--- config.mk ---
export PLATFORM = sky130hd
export DESIGN_NAME = sas_seq
export DESIGN_NICKNAME = d
export VERILOG_FILES = /design/src/logic/sas_pkg.sv /design/src/logic/sas_sync.sv /design/src/logic/sas_seq.sv
export SDC_FILE = /design/constraint.sdc
export NUM_CORES = 1
export LEC_CHECK = 0
export ABC_AREA = 1
export BUFFER_PORTS_ARGS = -buffer_cell sky130_fd_sc_hd__buf_4
export CAP_MARGIN = 20
export CORE_AREA = 2 2 77 79
export CTS_CLUSTER_SIZE = 20
export DETAILED_ROUTE_END_ITERATION = 7
export DIE_AREA = 0 0 79 81
export PLACE_DENSITY = 0.46
export SYNTH_ARGS = -nofsm -noshare
export SYNTH_HDL_FRONTEND = slang
export SYNTH_SLANG_ARGS = --single-unit
--- constraint.sdc ---
create_clock -name core_clk_i -period 2.4 [get_ports core_clk_i]
set_input_delay 0.36 -clock core_clk_i [delete_from_list [all_inputs] [get_ports core_clk_i]]
set_output_delay 0.36 -clock core_clk_i [all_outputs]
set_load 0.005 [all_outputs]
--- src/logic/sas_pkg.sv ---
// Shared constants and types for the successive approximation sequencer
`default_nettype none
package sas_pkg;
	localparam int unsigned SAS_WIDTH        = 8;
	localparam int unsigned SAS_CONV_CYCLES  = SAS_WIDTH + 1;
	localparam int unsigned SAS_CLK_PERIOD_PS = 4000;
	localparam int unsigned SAS_CONV_TIME_US = 6;
	localparam int unsigned SAS_CONV_MAX_CYC = (SAS_CONV_TIME_US * 1000 * 1000) / SAS_CLK_PERIOD_PS;
	localparam logic        SAS_START_RST    = 1'b1;
	localparam logic        SAS_DONE_N_RST   = 1'b1;
	localparam logic        SAS_SERIAL_RST   = 1'b0;

	typedef enum logic [1:0] {
		SAS_IDLE,
		SAS_ARM,
		SAS_TRIAL
	} sas_state_t;
endpackage : sas_pkg
`default_nettype wire

--- src/logic/sas_sync.sv ---
// Two-stage synchroniser for a level arriving from a pin
`default_nettype none
module sas_sync
	import sas_pkg::*;
#(
	parameter logic RST_VAL = SAS_START_RST
) (
	input  wire logic core_clk_i,
	input  wire logic reset_i,
	input  wire logic async_i,
	output logic      sync_o
);
	typedef struct packed {
		logic meta;
		logic sync;
	} sas_sync_st_t;

	sas_sync_st_t s_q;
	sas_sync_st_t s_d;

	always_comb begin
		s_d      = s_q;
		s_d.meta = async_i;
		// First stage is read by the second stage only
		s_d.sync = s_q.meta;
	end

	always_ff @(posedge core_clk_i) begin
		if (reset_i) begin
			s_q.meta <= RST_VAL;
			s_q.sync <= RST_VAL;
		end else begin
			s_q <= s_d;
		end
	end

	assign sync_o = s_q.sync;
endmodule // sas_sync
`default_nettype wire

--- src/logic/sas_seq.sv ---
// Sequencer for an n-bit successive approximation converter
`default_nettype none
// What this block does
// A start request places one token at the first chain position, setting the MSB latch as the first trial.
// During a trial the bit is kept when the comparator is low and cleared otherwise before the next trial.
// Each following clock moves the token one place toward the LSB and starts that trial until all are tried.
// An n-bit conversion takes n+1 clock periods from start request to the completed indication.
// Every state change happens on a rising clock edge.
// The controller holds start low to begin, and the sequencer then drives the completed output high.
// After the last trial the final rising edge drives the completed output low, marking the result valid.
// Bit-select outputs go low during their trial and the converter data word is complementary binary.
// Each decided bit appears on the serial output in NRZ form after each rising edge, MSB first.
// The MSB result is given in both true and inverted form.
// A full 8-bit conversion fits within about 6 microseconds at the recommended clock.
// After completion the result latches hold steady until the next start request.
module sas_seq
	import sas_pkg::*;
#(
	parameter int unsigned WIDTH = SAS_WIDTH
) (
	input  wire logic             core_clk_i,
	input  wire logic             reset_i,
	input  wire logic             start_n_i,
	input  wire logic             comp_i,
	output logic [WIDTH-1:0]      bit_sel_n_o,
	output logic [WIDTH-1:0]      dac_data_n_o,
	output logic [WIDTH-1:0]      result_o,
	output logic                  msb_o,
	output logic                  msb_n_o,
	output logic                  serial_o,
	output logic                  conversion_done_n_o
);
	////////////////////////////////////////////////////////////////////////////////
	typedef struct packed {
		sas_state_t       state;
		logic [WIDTH-1:0] tok;
		logic [WIDTH-1:0] sel_n;
		logic [WIDTH-1:0] res;
		logic [WIDTH-1:0] res_n;
		logic             ser;
		logic             done_n;
	} sas_seq_st_t;

	sas_seq_st_t      s_q;
	sas_seq_st_t      s_d;
	logic             start_n_sync;
	logic             start_req;
	logic [WIDTH-1:0] kept;
	logic [WIDTH-1:0] next_tok;

	// Start comes from a pin, so it is synchronised first
	sas_sync #(
		.RST_VAL (SAS_START_RST)
	) u_start_sync (
		.core_clk_i (core_clk_i),
		.reset_i    (reset_i),
		.async_i    (start_n_i),
		.sync_o     (start_n_sync)
	);

	assign start_req = ~start_n_sync;

	// Comparator is read directly: it must settle inside one clock, no time to synchronise it

	////////////////////////////////////////////////////////////////////////////////
	always_comb begin
		s_d      = s_q;
		kept     = s_q.res & ~(s_q.tok & {WIDTH{comp_i}});
		next_tok = s_q.tok >> 1;
		case (s_q.state)
			SAS_IDLE: begin
				// Result held while idle, even as start stays high, see
				// Start held low restarts one cycle after done falls
				if (start_req) begin
					s_d.state  = SAS_ARM;
					s_d.done_n = 1'b1;
					s_d.res    = '0;
					s_d.res_n  = '1;
				end
			end
			SAS_ARM: begin
				// Arm cycle clears the result; costs one clock, giving n+1 periods
				s_d.state = SAS_TRIAL;
				s_d.tok   = {1'b1, {(WIDTH-1){1'b0}}};
				s_d.res   = {1'b1, {(WIDTH-1){1'b0}}};
				s_d.res_n = ~s_d.res;
			end
			SAS_TRIAL: begin
				s_d.ser   = ~comp_i;
				s_d.tok   = next_tok;
				s_d.res   = kept | next_tok;
				s_d.res_n = ~(kept | next_tok);
				if (s_q.tok[0]) begin
					// Last trial decided on this edge, see
					s_d.state  = SAS_IDLE;
					s_d.done_n = 1'b0;
				end
			end
			default: begin
				s_d.state = SAS_IDLE;
			end
		endcase
		// Select kept as its own flop so the pin has no gate after it
		s_d.sel_n = ~s_d.tok;
	end

	always_ff @(posedge core_clk_i) begin
		if (reset_i) begin
			s_q.state  <= SAS_IDLE;
			s_q.tok    <= '0;
			s_q.sel_n  <= '1;
			s_q.res    <= '0;
			s_q.res_n  <= '1;
			s_q.ser    <= SAS_SERIAL_RST;
			s_q.done_n <= SAS_DONE_N_RST;
		end else begin
			s_q <= s_d;
		end
	end

	////////////////////////////////////////////////////////////////////////////////
	// Outputs straight from state flops
	assign bit_sel_n_o         = s_q.sel_n;
	assign dac_data_n_o        = s_q.res_n;
	assign result_o            = s_q.res;
	assign msb_o               = s_q.res[WIDTH-1];
	assign msb_n_o             = s_q.res_n[WIDTH-1];
	assign serial_o            = s_q.ser;
	assign conversion_done_n_o = s_q.done_n;

	// Budget capped at 1000 cycles, far above the n+1 cycles a conversion needs
	localparam int CONV_BUDGET = int'((SAS_CONV_MAX_CYC > 32'd1000) ? 32'd1000 : SAS_CONV_MAX_CYC);
endmodule // sas_seq
`default_nettype wire

==> results of run 1 <==
## report_power, final
part / internal (mW) / leakage, nW / switching [mW] / total [mW]
sequential: 0.676 / 0.309 / 0.0223 / 0.699
combinational: 0.103 / 0.508 / 0.172 / 0.275
clock: 0.332 / 0.0573 / 0.211 / 0.543
## flip-flops by register name, indices dropped and copies added (netlist names)
name / flops
s_q: 3
conversion_done_n_o: 1
u_start_sync.s_d: 1
next_tok: 7
bit_sel_n_o: 8
result_o: 8
serial_o: 1
u_start_sync.sync_o: 1
dac_data_n_o: 8
## metrics by stage
stage          hold slack (ns)  total power [mW]
2_1_floorplan           0.3895            0.9435
6_report                0.2646             1.517
4_1_cts                 0.2606             1.540
3_5_place_dp            0.4208            0.9918
3_3_place_gp            0.3913            0.9867
5_1_grt                 0.2596             1.607
## cell usage in the layout, fill, tap and decap left out
cell type  instances
ha_1               3
inv_2              2
or2_2              2
a21oi_1           12
nand2_4            1
nand2_1           67
o21ai_0            2
nor2_1             1
o22ai_1            7
nand3_1           12
inv_1             25
clkbuf_8           6
dfxtp_1           38
nor2_4             1
bufinv_16          1
buf_4             31
nand4_1            7
o211ai_1           1
## critical path, delay by kind of cell (launching register included)
kind | cells | cell delay, ns
flip-flops | 1 | 0.36
AO/OA/AOI/OAI | 1 | 0.17
adder cells (fa/ha/maj) | 1 | 0.53
AND/OR/NAND/NOR | 3 | 0.44
buffers and inverters | 2 | 0.30
## layout make-up
| type | count | area (um2) | area share |
|---|---|---|---|
| Sequential cell | 38 | 760.7 | 0.4103 |
| Tap cell | 75 | 93.84 | 0.05061 |
| Multi-Input combinational cell | 116 | 553.0 | 0.2982 |
| Timing Repair Buffer | 31 | 232.7 | 0.1255 |
| Clock buffer | 6 | 82.58 | 0.04453 |
| Inverter | 27 | 101.3 | 0.05466 |
| Clock inverter | 1 | 30.03 | 0.01619 |
## final timing paths
path                            cells past startpoint                   to                start
worst min register to register                      1  u_start_sync.sync_o  u_start_sync.s_d[0]
worst max register to register                      7      dac_data_n_o[7]              s_q[34]
worst min-delay path                                2  u_start_sync.s_d[0]            start_n_i
worst max-delay path                                7      dac_data_n_o[7]              s_q[34]
## kinds of logic (layout without fill, tap and decap cells)
kind of cell / Yosys count / in the layout / share of synthesized area
fa+ha+maj: 3 / 3 / 0.02289
buf+inv: 58 / 65 / 0.1991
flops: 38 / 38 / 0.4638
simple gates: 91 / 91 / 0.2403
compound gates: 22 / 22 / 0.07399
## metal layers
metal | track usage | up-vias | part of all wire
met5 | 0 | - | 0
met4 | 0.04655 | 0 | 0.021
li1 | - | 653 | -
met3 | 0.03667 | 5 | 0.072
met2 | 0.1568 | 39 | 0.43
met1 | 0.1492 | 546 | 0.48
==> results.md, run 1 <==
* Worst setup EP type: flop
* Largest net degree at the start of global routing at 17
* Final setup margin at slightly below 0.5 ns
* Yosys warnings at 0
* Critical Path, Cell by Cell: inv_1, ha_1, nand2_1, nand2_1, inv_2, a21oi_1, nand2_1
* Area after DPL at 0.001742 mm2
* Via total after detailed routing at between 1000 and 1500
* Post-synthesis sequential area ratio at 0.4638
* CP Max Fanout at 16
* Max incr delay on CP at between 0.5 and 0.6 ns
* R2R setup slack at just under 0.5 ns
* CP most frequent cell: nand2_1
* Grt ovf at 0
* Slew headroom at 0.6106
* First-pass GRT wire length at between 5000 and 6000 um
* DRC viols at 0
* Final setup viols at 0
* FMAX at about 520 MHz
* Setup TNS at 0 ns
* Syn Inst Count at approximately 210
* Die Ht at between 80 and 90 um
* Post-Syn Area at between 0.0015 and 0.002 mm2
* Setup WS pre-CTS at ~0.50 ns
* Starting density of the core at 0.2890
* Final Skew at slightly above 0.005 ns
* Nets at roughly 230
* I/O pin count at 32
* Clock slew at reported path FFs at roughly 0.07 ns
* Via-per-instance ratio at between 4 and 5
* Pwr per Cell Area at just over 800 mW/mm2
* Post-DP HPWL at 2344 um
* Max VDD drop at approximately 330 uV
* Clock root buffer: clkbuf_8
* Post-CTS Hold Buffers at 0
* Final Cycle Share at 0.7981
* Number of max-cap violations at 0
* Detailed-router iteration count before antenna repair at 4
* Most frequent cell after synthesis: nand2_1
* Tot GR Track Use at 0.1092
* Clock H-tree levels at 2
* Syn_area_per_cell at 7.737 um2
* Vias in the first global route at between 1000 and 1500
* Non-Filler Cell Area, Final at roughly 0.0019 mm2
* RSZ-0062 raised after global routing: no
* Clock tree sinks at 38
* DIE AREA at roughly 0.0064 mm2
* CTS tree: built
* Fin util at 0.3267
* Die X at 79 um
* Fraction of registers with async set/reset at 0
* Max-slew violations at 0
* Filler Cells Inserted at 633
* TritonCTS buffer count at 5
* WP data arrival at 2.09 ns
* Prevailing post-synth register cell: dfxtp_1
* Non-Filler Instances at 294
* Synth cell types at 19
* Status: completed
* Post_cts resized at 0
* Final RePlAce weighted congestion at 0.7992
* Core outline area at 0.005675 mm2
* Total Wirelength at around 3300 um
* Required time worst endpoint at roughly 2.6 ns
* Layout area overhead at 13.04%
* Kind of critical path: flop to flop
* Post-synth top cells: nand2_1 (67), dfxtp_1 (38), buf_4 (26)
* Slew at the pin closest to its max-slew limit at 0.5841 ns
* CP max stage cell: ha_1
* Antenna violations before repair at 0
* Iteration-0 DRC Markers at 90
* Inst Count DP at 287
* Fin crit period at about 1.9 ns
* Post-synth EDFFs at 0
* Biggest area contributors in the synthesized netlist: dfxtp_1 (46%), nand2_1 (15%), buf_4 (12%)
* Synth top area share at 0.4638
* Row count at 28
* Clock Latency Late Sink at 0.29 ns
* CP startpoint kind: flop
* Leak at 0.8743 nW
* I/O Buffers at 31
* Setup Buffers After CTS at 0
* Final hold vios at 0
* Min-delay worst type: primary input to flop
* #FFs+latches synth at 38
* Antenna diode count at 0
* Clock tree buffer depth at 2
* Share of cells above drive strength 1 at 0.2009
* Detail Route Antenna Nets at 0
* Syn_nets at between 200 and 250
* DR WL/cell at 11.24 um
* Cell taking the most area after synthesis: dfxtp_1
Power figures use the tool's default switching activity.
==> run 2, diff against run 1 <==
Settings changed: PLACE_DENSITY 0.46 to 0.48.
Clock period 2.4 ns to 1.76 ns, I/O delays scaled along.
==> run 2 against run 1 <==
Compared with the run above:
- setup slack worse by 0.23 ns
- flip-flop and latch count stayed put
- die area stayed put
- combinational power is 47% higher
- non-clock buffer count is 4 higher
- count of clock-buffer cells in the layout stayed put
- cell count is 1.7% higher
- design area is 3.2% higher
- critical path type unchanged
- largest cell class unchanged
- highest routed layer unchanged
==> results.md, run 2 (synthesis results as in run 1) <==
* First-pass GRT wire length at 5561 um (+4.7%)
* Core outline area at 0.005675 mm2 (unchanged)
* Vias in the first global route at 1150 (+5.7%)
* Kind of critical path: flop to flop
* Final setup viols at 0 (unchanged)
* Hold_ws at 0.1517 ns (-0.1129 ns)
* Number of max-cap violations at 0 (unchanged)
* Required time worst endpoint at 1.98 ns (-0.60 ns)
* Via-per-instance ratio at 4.087 (-3.3%)
* Antenna violations before repair at 0 (unchanged)
* Filler Cells Inserted at 644 (+1.7%)
* Starting density of the core at 0.2890 (unchanged)
* Worst setup EP type: flop
* Detail Route Antenna Nets at 0 (unchanged)
* Multi-input gate area at 553.0 um2 (unchanged)
* R2R setup slack at 0.25 ns (-0.23 ns)
* Final Skew at 0.007362 ns (+0.002226 ns)
* Register Area at 760.7 um2 (unchanged)
* Total Wirelength at 3334 um (+0.91%)
* Share of cells above drive strength 1 at 0.2188 (+0.01784)
* Max VDD drop at 373.8 uV (+13%)
* Via total after detailed routing at 1222 (-1.7%)
* Total power draw at 2.276 mW (+50%)
* I/O Buffers at 31 (unchanged)
* Grt ovf at 0 (unchanged)
* Clock root buffer: clkbuf_8
* Internal Pwr Total at 1.688 mW (+52%)
* Post-CTS Hold Buffers at 0 (unchanged)
* Post_cts resized at 0 (unchanged)
* Fin crit period at 1.505 ns (-0.4104 ns)
* Iteration-0 DRC Markers at 60 (-33%)
* Setup TNS at 0 ns (unchanged)
* Die X at 79 um (unchanged)
* Reg2reg start: s_q[34]
* Nets at 230 (+1.8%)
* Fin util at 0.3373 (+0.01058)
* Setup Buffers After CTS at 0 (unchanged)
* R2R depth at 7 (unchanged)
* Clock tree buffer depth at 2 (unchanged)
* Pwr per Cell Area at 1189 mW/mm2 (+45%)
* RR Endpoint: result_o[4]
* Detailed-router iteration count before antenna repair at 5 (+1)
* Area after DPL at 0.001772 mm2 (+1.7%)
* Slew headroom at 0.7865 (+0.1759)
* Psw at 587.8 uW (+45%)
* Clock H-tree levels at 2 (unchanged)
* Clock tree sinks at 38 (unchanged)
* Status: completed
* Clock Latency Late Sink at 0.29 ns (about the same)
* CP Max Fanout at 16 (unchanged)
* DIE AREA at 0.006399 mm2 (unchanged)
* Final RePlAce weighted congestion at 0.8040 (+0.60%)
* Slew at the pin closest to its max-slew limit at 0.3199 ns (-0.2643 ns)
* CTS tree: built
* DR WL/cell at 11.15 um (-0.78%)
* Post-DP HPWL at 2381 um (+1.6%)
* DRC viols at 0 (unchanged)
* Non-Filler Cell Area, Final at 0.001914 mm2 (+3.2%)
* Row count at 28 (unchanged)
* RSZ-0062 raised after global routing: no
* Setup crit start: s_q[34]
* Gate power share at 0.178 (-0.003)
* Tot GR Track Use at 0.1140 (+0.004809)
* Clock network power share at 0.404 (+0.046)
* Largest net degree at the start of global routing at 17 (unchanged)
* Max-slew violations at 0 (unchanged)
* FMAX at 664.4 MHz (+27%)
* Most frequent cells in the layout: nand2_1 (67), dfxtp_1 (38), buf_4 (35)
* Most common cell after layout, fill and taps aside: nand2_1
* Sw Share at 0.2582 (-0.009334)
* CP endpoint: result_o[4]
* Final hold vios at 0 (unchanged)
* Layout area overhead at 16.71%
* Die Ht at 81 um (unchanged)
* CP startpoint kind: flop
* Leak at 0.9090 nW (+4.0%)
* I/O pin count at 32 (unchanged)
* Antenna diode count at 0 (unchanged)
* Clock slew at reported path FFs at 0.08 ns (about the same)
* WP data arrival at 1.73 ns (-0.36 ns)
* Min-delay worst type: primary input to flop
* Seq pwr share at 0.418 (-0.042)
* TritonCTS buffer count at 5 (unchanged)
* Final Cycle Share at 0.8552 (+0.05706)
-- run 2: final cells by class --
| cell class | count | share of cell area |
|---|---|---|
| timing repair buffer | 35 | 0.1373 |
| sequential | 38 | 0.3974 |
| inverter | 27 | 0.05294 |
| multi-input combinational | 116 | 0.2889 |
| tap | 75 | 0.04902 |
| clock inverter | 2 | 0.03137 |
| clock buffer | 6 | 0.04314 |
-- run 2: worst min-delay path by stage --
| stage | start | to | slack, ns | depth (start not counted) |
|---|---|---|---|---|
| finish | start_n_i | u_start_sync.s_d[0] | 0.15 | 2 |
| global route | start_n_i | u_start_sync.s_d[0] | 0.14 | 2 |
| CTS | start_n_i | u_start_sync.s_d[0] | 0.14 | 2 |
| detailed placement | u_start_sync.s_d[0] | u_start_sync.sync_o | 0.39 | 1 |
| global placement | u_start_sync.s_d[0] | u_start_sync.sync_o | 0.39 | 1 |
| floorplan | start_n_i | u_start_sync.s_d[0] | 0.37 | 1 |
-- run 2: critical path, stage by stage (launching register included) --
cell     delay [ns]
dfxtp_1        0.35
inv_1          0.07
ha_1           0.38
nand2_1        0.10
nand2_1        0.10
inv_2          0.23
nand2_1        0.08
a21oi_1        0.13
-- run 2: power groups by stage --
stage | Combinational (mW) | Clock [mW] | Sequential, mW
2_1_floorplan | 0.320 | 0 | 0.966
3_3_place_gp | 0.410 | 0 | 0.974
3_5_place_dp | 0.409 | 0 | 0.973
4_1_cts | 0.410 | 0.941 | 0.954
5_1_grt | 0.461 | 0.976 | 0.960
6_report | 0.405 | 0.919 | 0.952
-- run 2: per-layer routing --
layer	share of wire	global-route usage	wire, um	vias to the layer above
li1	-	-	-	660
met1	0.51	0.1548	1698	522
met2	0.41	0.1678	1363	35
met3	0.061	0.03222	203	5
met4	0.020	0.05172	68	0
met5	0	0	0	-
-- run 2: metrics by stage --
stage                     setup slack, ns  cells
after floorplan                    0.4336    212
after global placement             0.2897    291
after detailed placement           0.2628    291
after CTS                          0.2328    299
after global routing              0.08298    299
final                              0.2549    299
==> run 3, diff against run 2 <==
Settings changed: CTS_BUF_LIST set to sky130_fd_sc_hd__clkbuf_4, RECOVER_POWER set to 25.
==> run 3 against run 2 <==
Compared with the run above:
- clock power shrank 20%
- global-route usage is essentially flat
- count of clock-buffer cells in the layout shrank 1
- largest cell class unchanged
- utilization shrank 0.79 points
- worst hold slack lost 0.068 ns
==> results.md, run 3 (synthesis results as in run 1) <==
* I/O pin count at 32 (unchanged)
* Post_cts resized at 0 (unchanged)
* Filler Cells Inserted at 647 (+0.47%)
* DR WL/cell at 11.24 um (+0.81%)
* Tot GR Track Use at 0.1145 (+0.0004703)
* WP data arrival at 1.82 ns (+0.09 ns)
* Die X at 79 um (unchanged)
* CP startpoint kind: flop
* Status: completed
* Clock tree buffer depth at 2 (unchanged)
* Clock root buffer: clkbuf_4
* Share of cells above drive strength 1 at 0.2098 (-0.008929)
* Non-Filler Cell Area, Final at 0.001869 mm2 (-2.4%)
* Final hold vios at 0 (unchanged)
* FMAX at 653.0 MHz (-1.7%)
* Fin util at 0.3294 (-0.007937)
* Slew at the pin closest to its max-slew limit at 0.6428 ns (+0.3229 ns)
* Area after DPL at 0.001772 mm2 (unchanged)
* DRC viols at 0 (unchanged)
* Kind of critical path: flop to flop
* TritonCTS buffer count at 5 (unchanged)
* Clock slew at reported path FFs at 0.12 ns (+0.04 ns)
* Worst setup EP type: flop
* Max VDD drop at 342.4 uV (-8.4%)
* Final Cycle Share at 0.8701 (+0.01491)
* Multi-input gate area at 553.0 um2 (unchanged)
* CTS tree: built
* Antenna violations before repair at 0 (unchanged)
* Clock tree sinks at 38 (unchanged)
* Row count at 28 (unchanged)
* Detail Route Antenna Nets at 0 (unchanged)
* Iteration-0 DRC Markers at 53 (-12%)
* RSZ-0062 raised after global routing: no
* Min-delay worst type: primary input to flop
* Largest net degree at the start of global routing at 17 (unchanged)
* Clock H-tree levels at 2 (unchanged)
* Total power draw at 2.094 mW (-8.0%)
* Layout area overhead at 13.96%
* Slew headroom at 0.5715 (-0.2150)
* Final setup viols at 0 (unchanged)
* Most common cell after layout, fill and taps aside: nand2_1
* Max-slew violations at 0 (unchanged)
* CP Max Fanout at 16 (unchanged)
* Starting density of the core at 0.2890 (unchanged)
* Die Ht at 81 um (unchanged)
* Most frequent cells in the layout: nand2_1 (67), dfxtp_1 (38), inv_1 (25)
* Via-per-instance ratio at 4.177 (+2.2%)
* First-pass GRT wire length at 5602 um (+0.74%)
* Leak at 0.8888 nW (-2.2%)
* Via total after detailed routing at 1249 (+2.2%)
* Number of max-cap violations at 0 (unchanged)
* Core outline area at 0.005675 mm2 (unchanged)
* Grt ovf at 0 (unchanged)
* Final Skew at 0.008603 ns (+0.001241 ns)
* Post-CTS Hold Buffers at 0 (unchanged)
* Fin crit period at 1.531 ns (+0.02624 ns)
* Setup TNS at 0 ns (unchanged)
* Pwr per Cell Area at 1120 mW/mm2 (-5.8%)
* Final RePlAce weighted congestion at 0.8040 (unchanged)
* I/O Buffers at 31 (unchanged)
* Nets at 230 (unchanged)
* Total Wirelength at 3361 um (+0.81%)
* Setup Buffers After CTS at 0 (unchanged)
* Detailed-router iteration count before antenna repair at 4 (-1)
* Antenna diode count at 0 (unchanged)
* Required time worst endpoint at 2.04 ns (+0.06 ns)
* DIE AREA at 0.006399 mm2 (unchanged)
* Vias in the first global route at 1166 (+1.4%)
* Post-DP HPWL at 2381 um (unchanged)
* Clock Latency Late Sink at 0.36 ns (+0.07 ns)
* Register Area at 760.7 um2 (unchanged)
==> run 3: cell types whose count changed in the layout (fill, tap and decap cells not counted) <==
| cell | before | now |
|---|---|---|
| buf_4 | 35 | 20 |
| clkbuf_1 | 0 | 1 |
| clkbuf_4 | 0 | 19 |
| clkbuf_8 | 6 | 0 |
| clkinv_1 | 0 | 1 |
==> run 3: path summary, 6_finish.rpt <==
kind,from,endpoint,slack [ns],cells after the start
max,s_q[34],result_o[4],0.23,7
min,start_n_i,u_start_sync.s_d[0],0.08,2
max reg2reg,s_q[34],result_o[4],0.23,7
min reg2reg,u_start_sync.s_d[0],u_start_sync.sync_o,0.42,1
==> run 3: worst max-delay path: stages (launching register included) <==
cell     delay (ns)
dfxtp_1        0.37
inv_1          0.07
ha_1           0.37
nand2_1        0.10
nand2_1        0.10
inv_2          0.23
nand2_1        0.09
a21oi_1        0.13
==> run 3: power breakdown <==
| group | switching [mW] | internal, mW | leakage [nW] | total (mW) |
|---|---|---|---|---|
| clock | 0.301 | 0.438 | 0.0528 | 0.739 |
| combinational | 0.245 | 0.158 | 0.527 | 0.403 |
| sequential | 0.0303 | 0.922 | 0.309 | 0.952 |
==> run 3: cell type report <==
cell class | count | area share
clock buffers | 5 | 0.02008
inverters | 27 | 0.05422
flip-flops and latches | 38 | 0.4070
well taps | 75 | 0.05020
clock inverters | 3 | 0.03414
multi-input cells | 116 | 0.2959
repair buffers | 35 | 0.1386
==> run 3: stage by stage <==
step	setup WS, ns	instances	hold WS [ns]
after global placement	0.2897	291	0.3926
after global routing	0.06902	299	0.06725
final	0.2287	299	0.08368
after CTS	0.2173	299	0.08270
after detailed placement	0.2628	291	0.3936
after floorplan	0.4336	212	0.3678
==> run 3: per-layer routing <==
| layer | global-route usage | vias up | wire length, um |
|---|---|---|---|
| met5 | 0 | - | 0 |
| li1 | - | 661 | - |
| met1 | 0.1568 | 541 | 1700 |
| met4 | 0.06207 | 0 | 52 |
| met2 | 0.1669 | 41 | 1415 |
| met3 | 0.02556 | 6 | 192 |
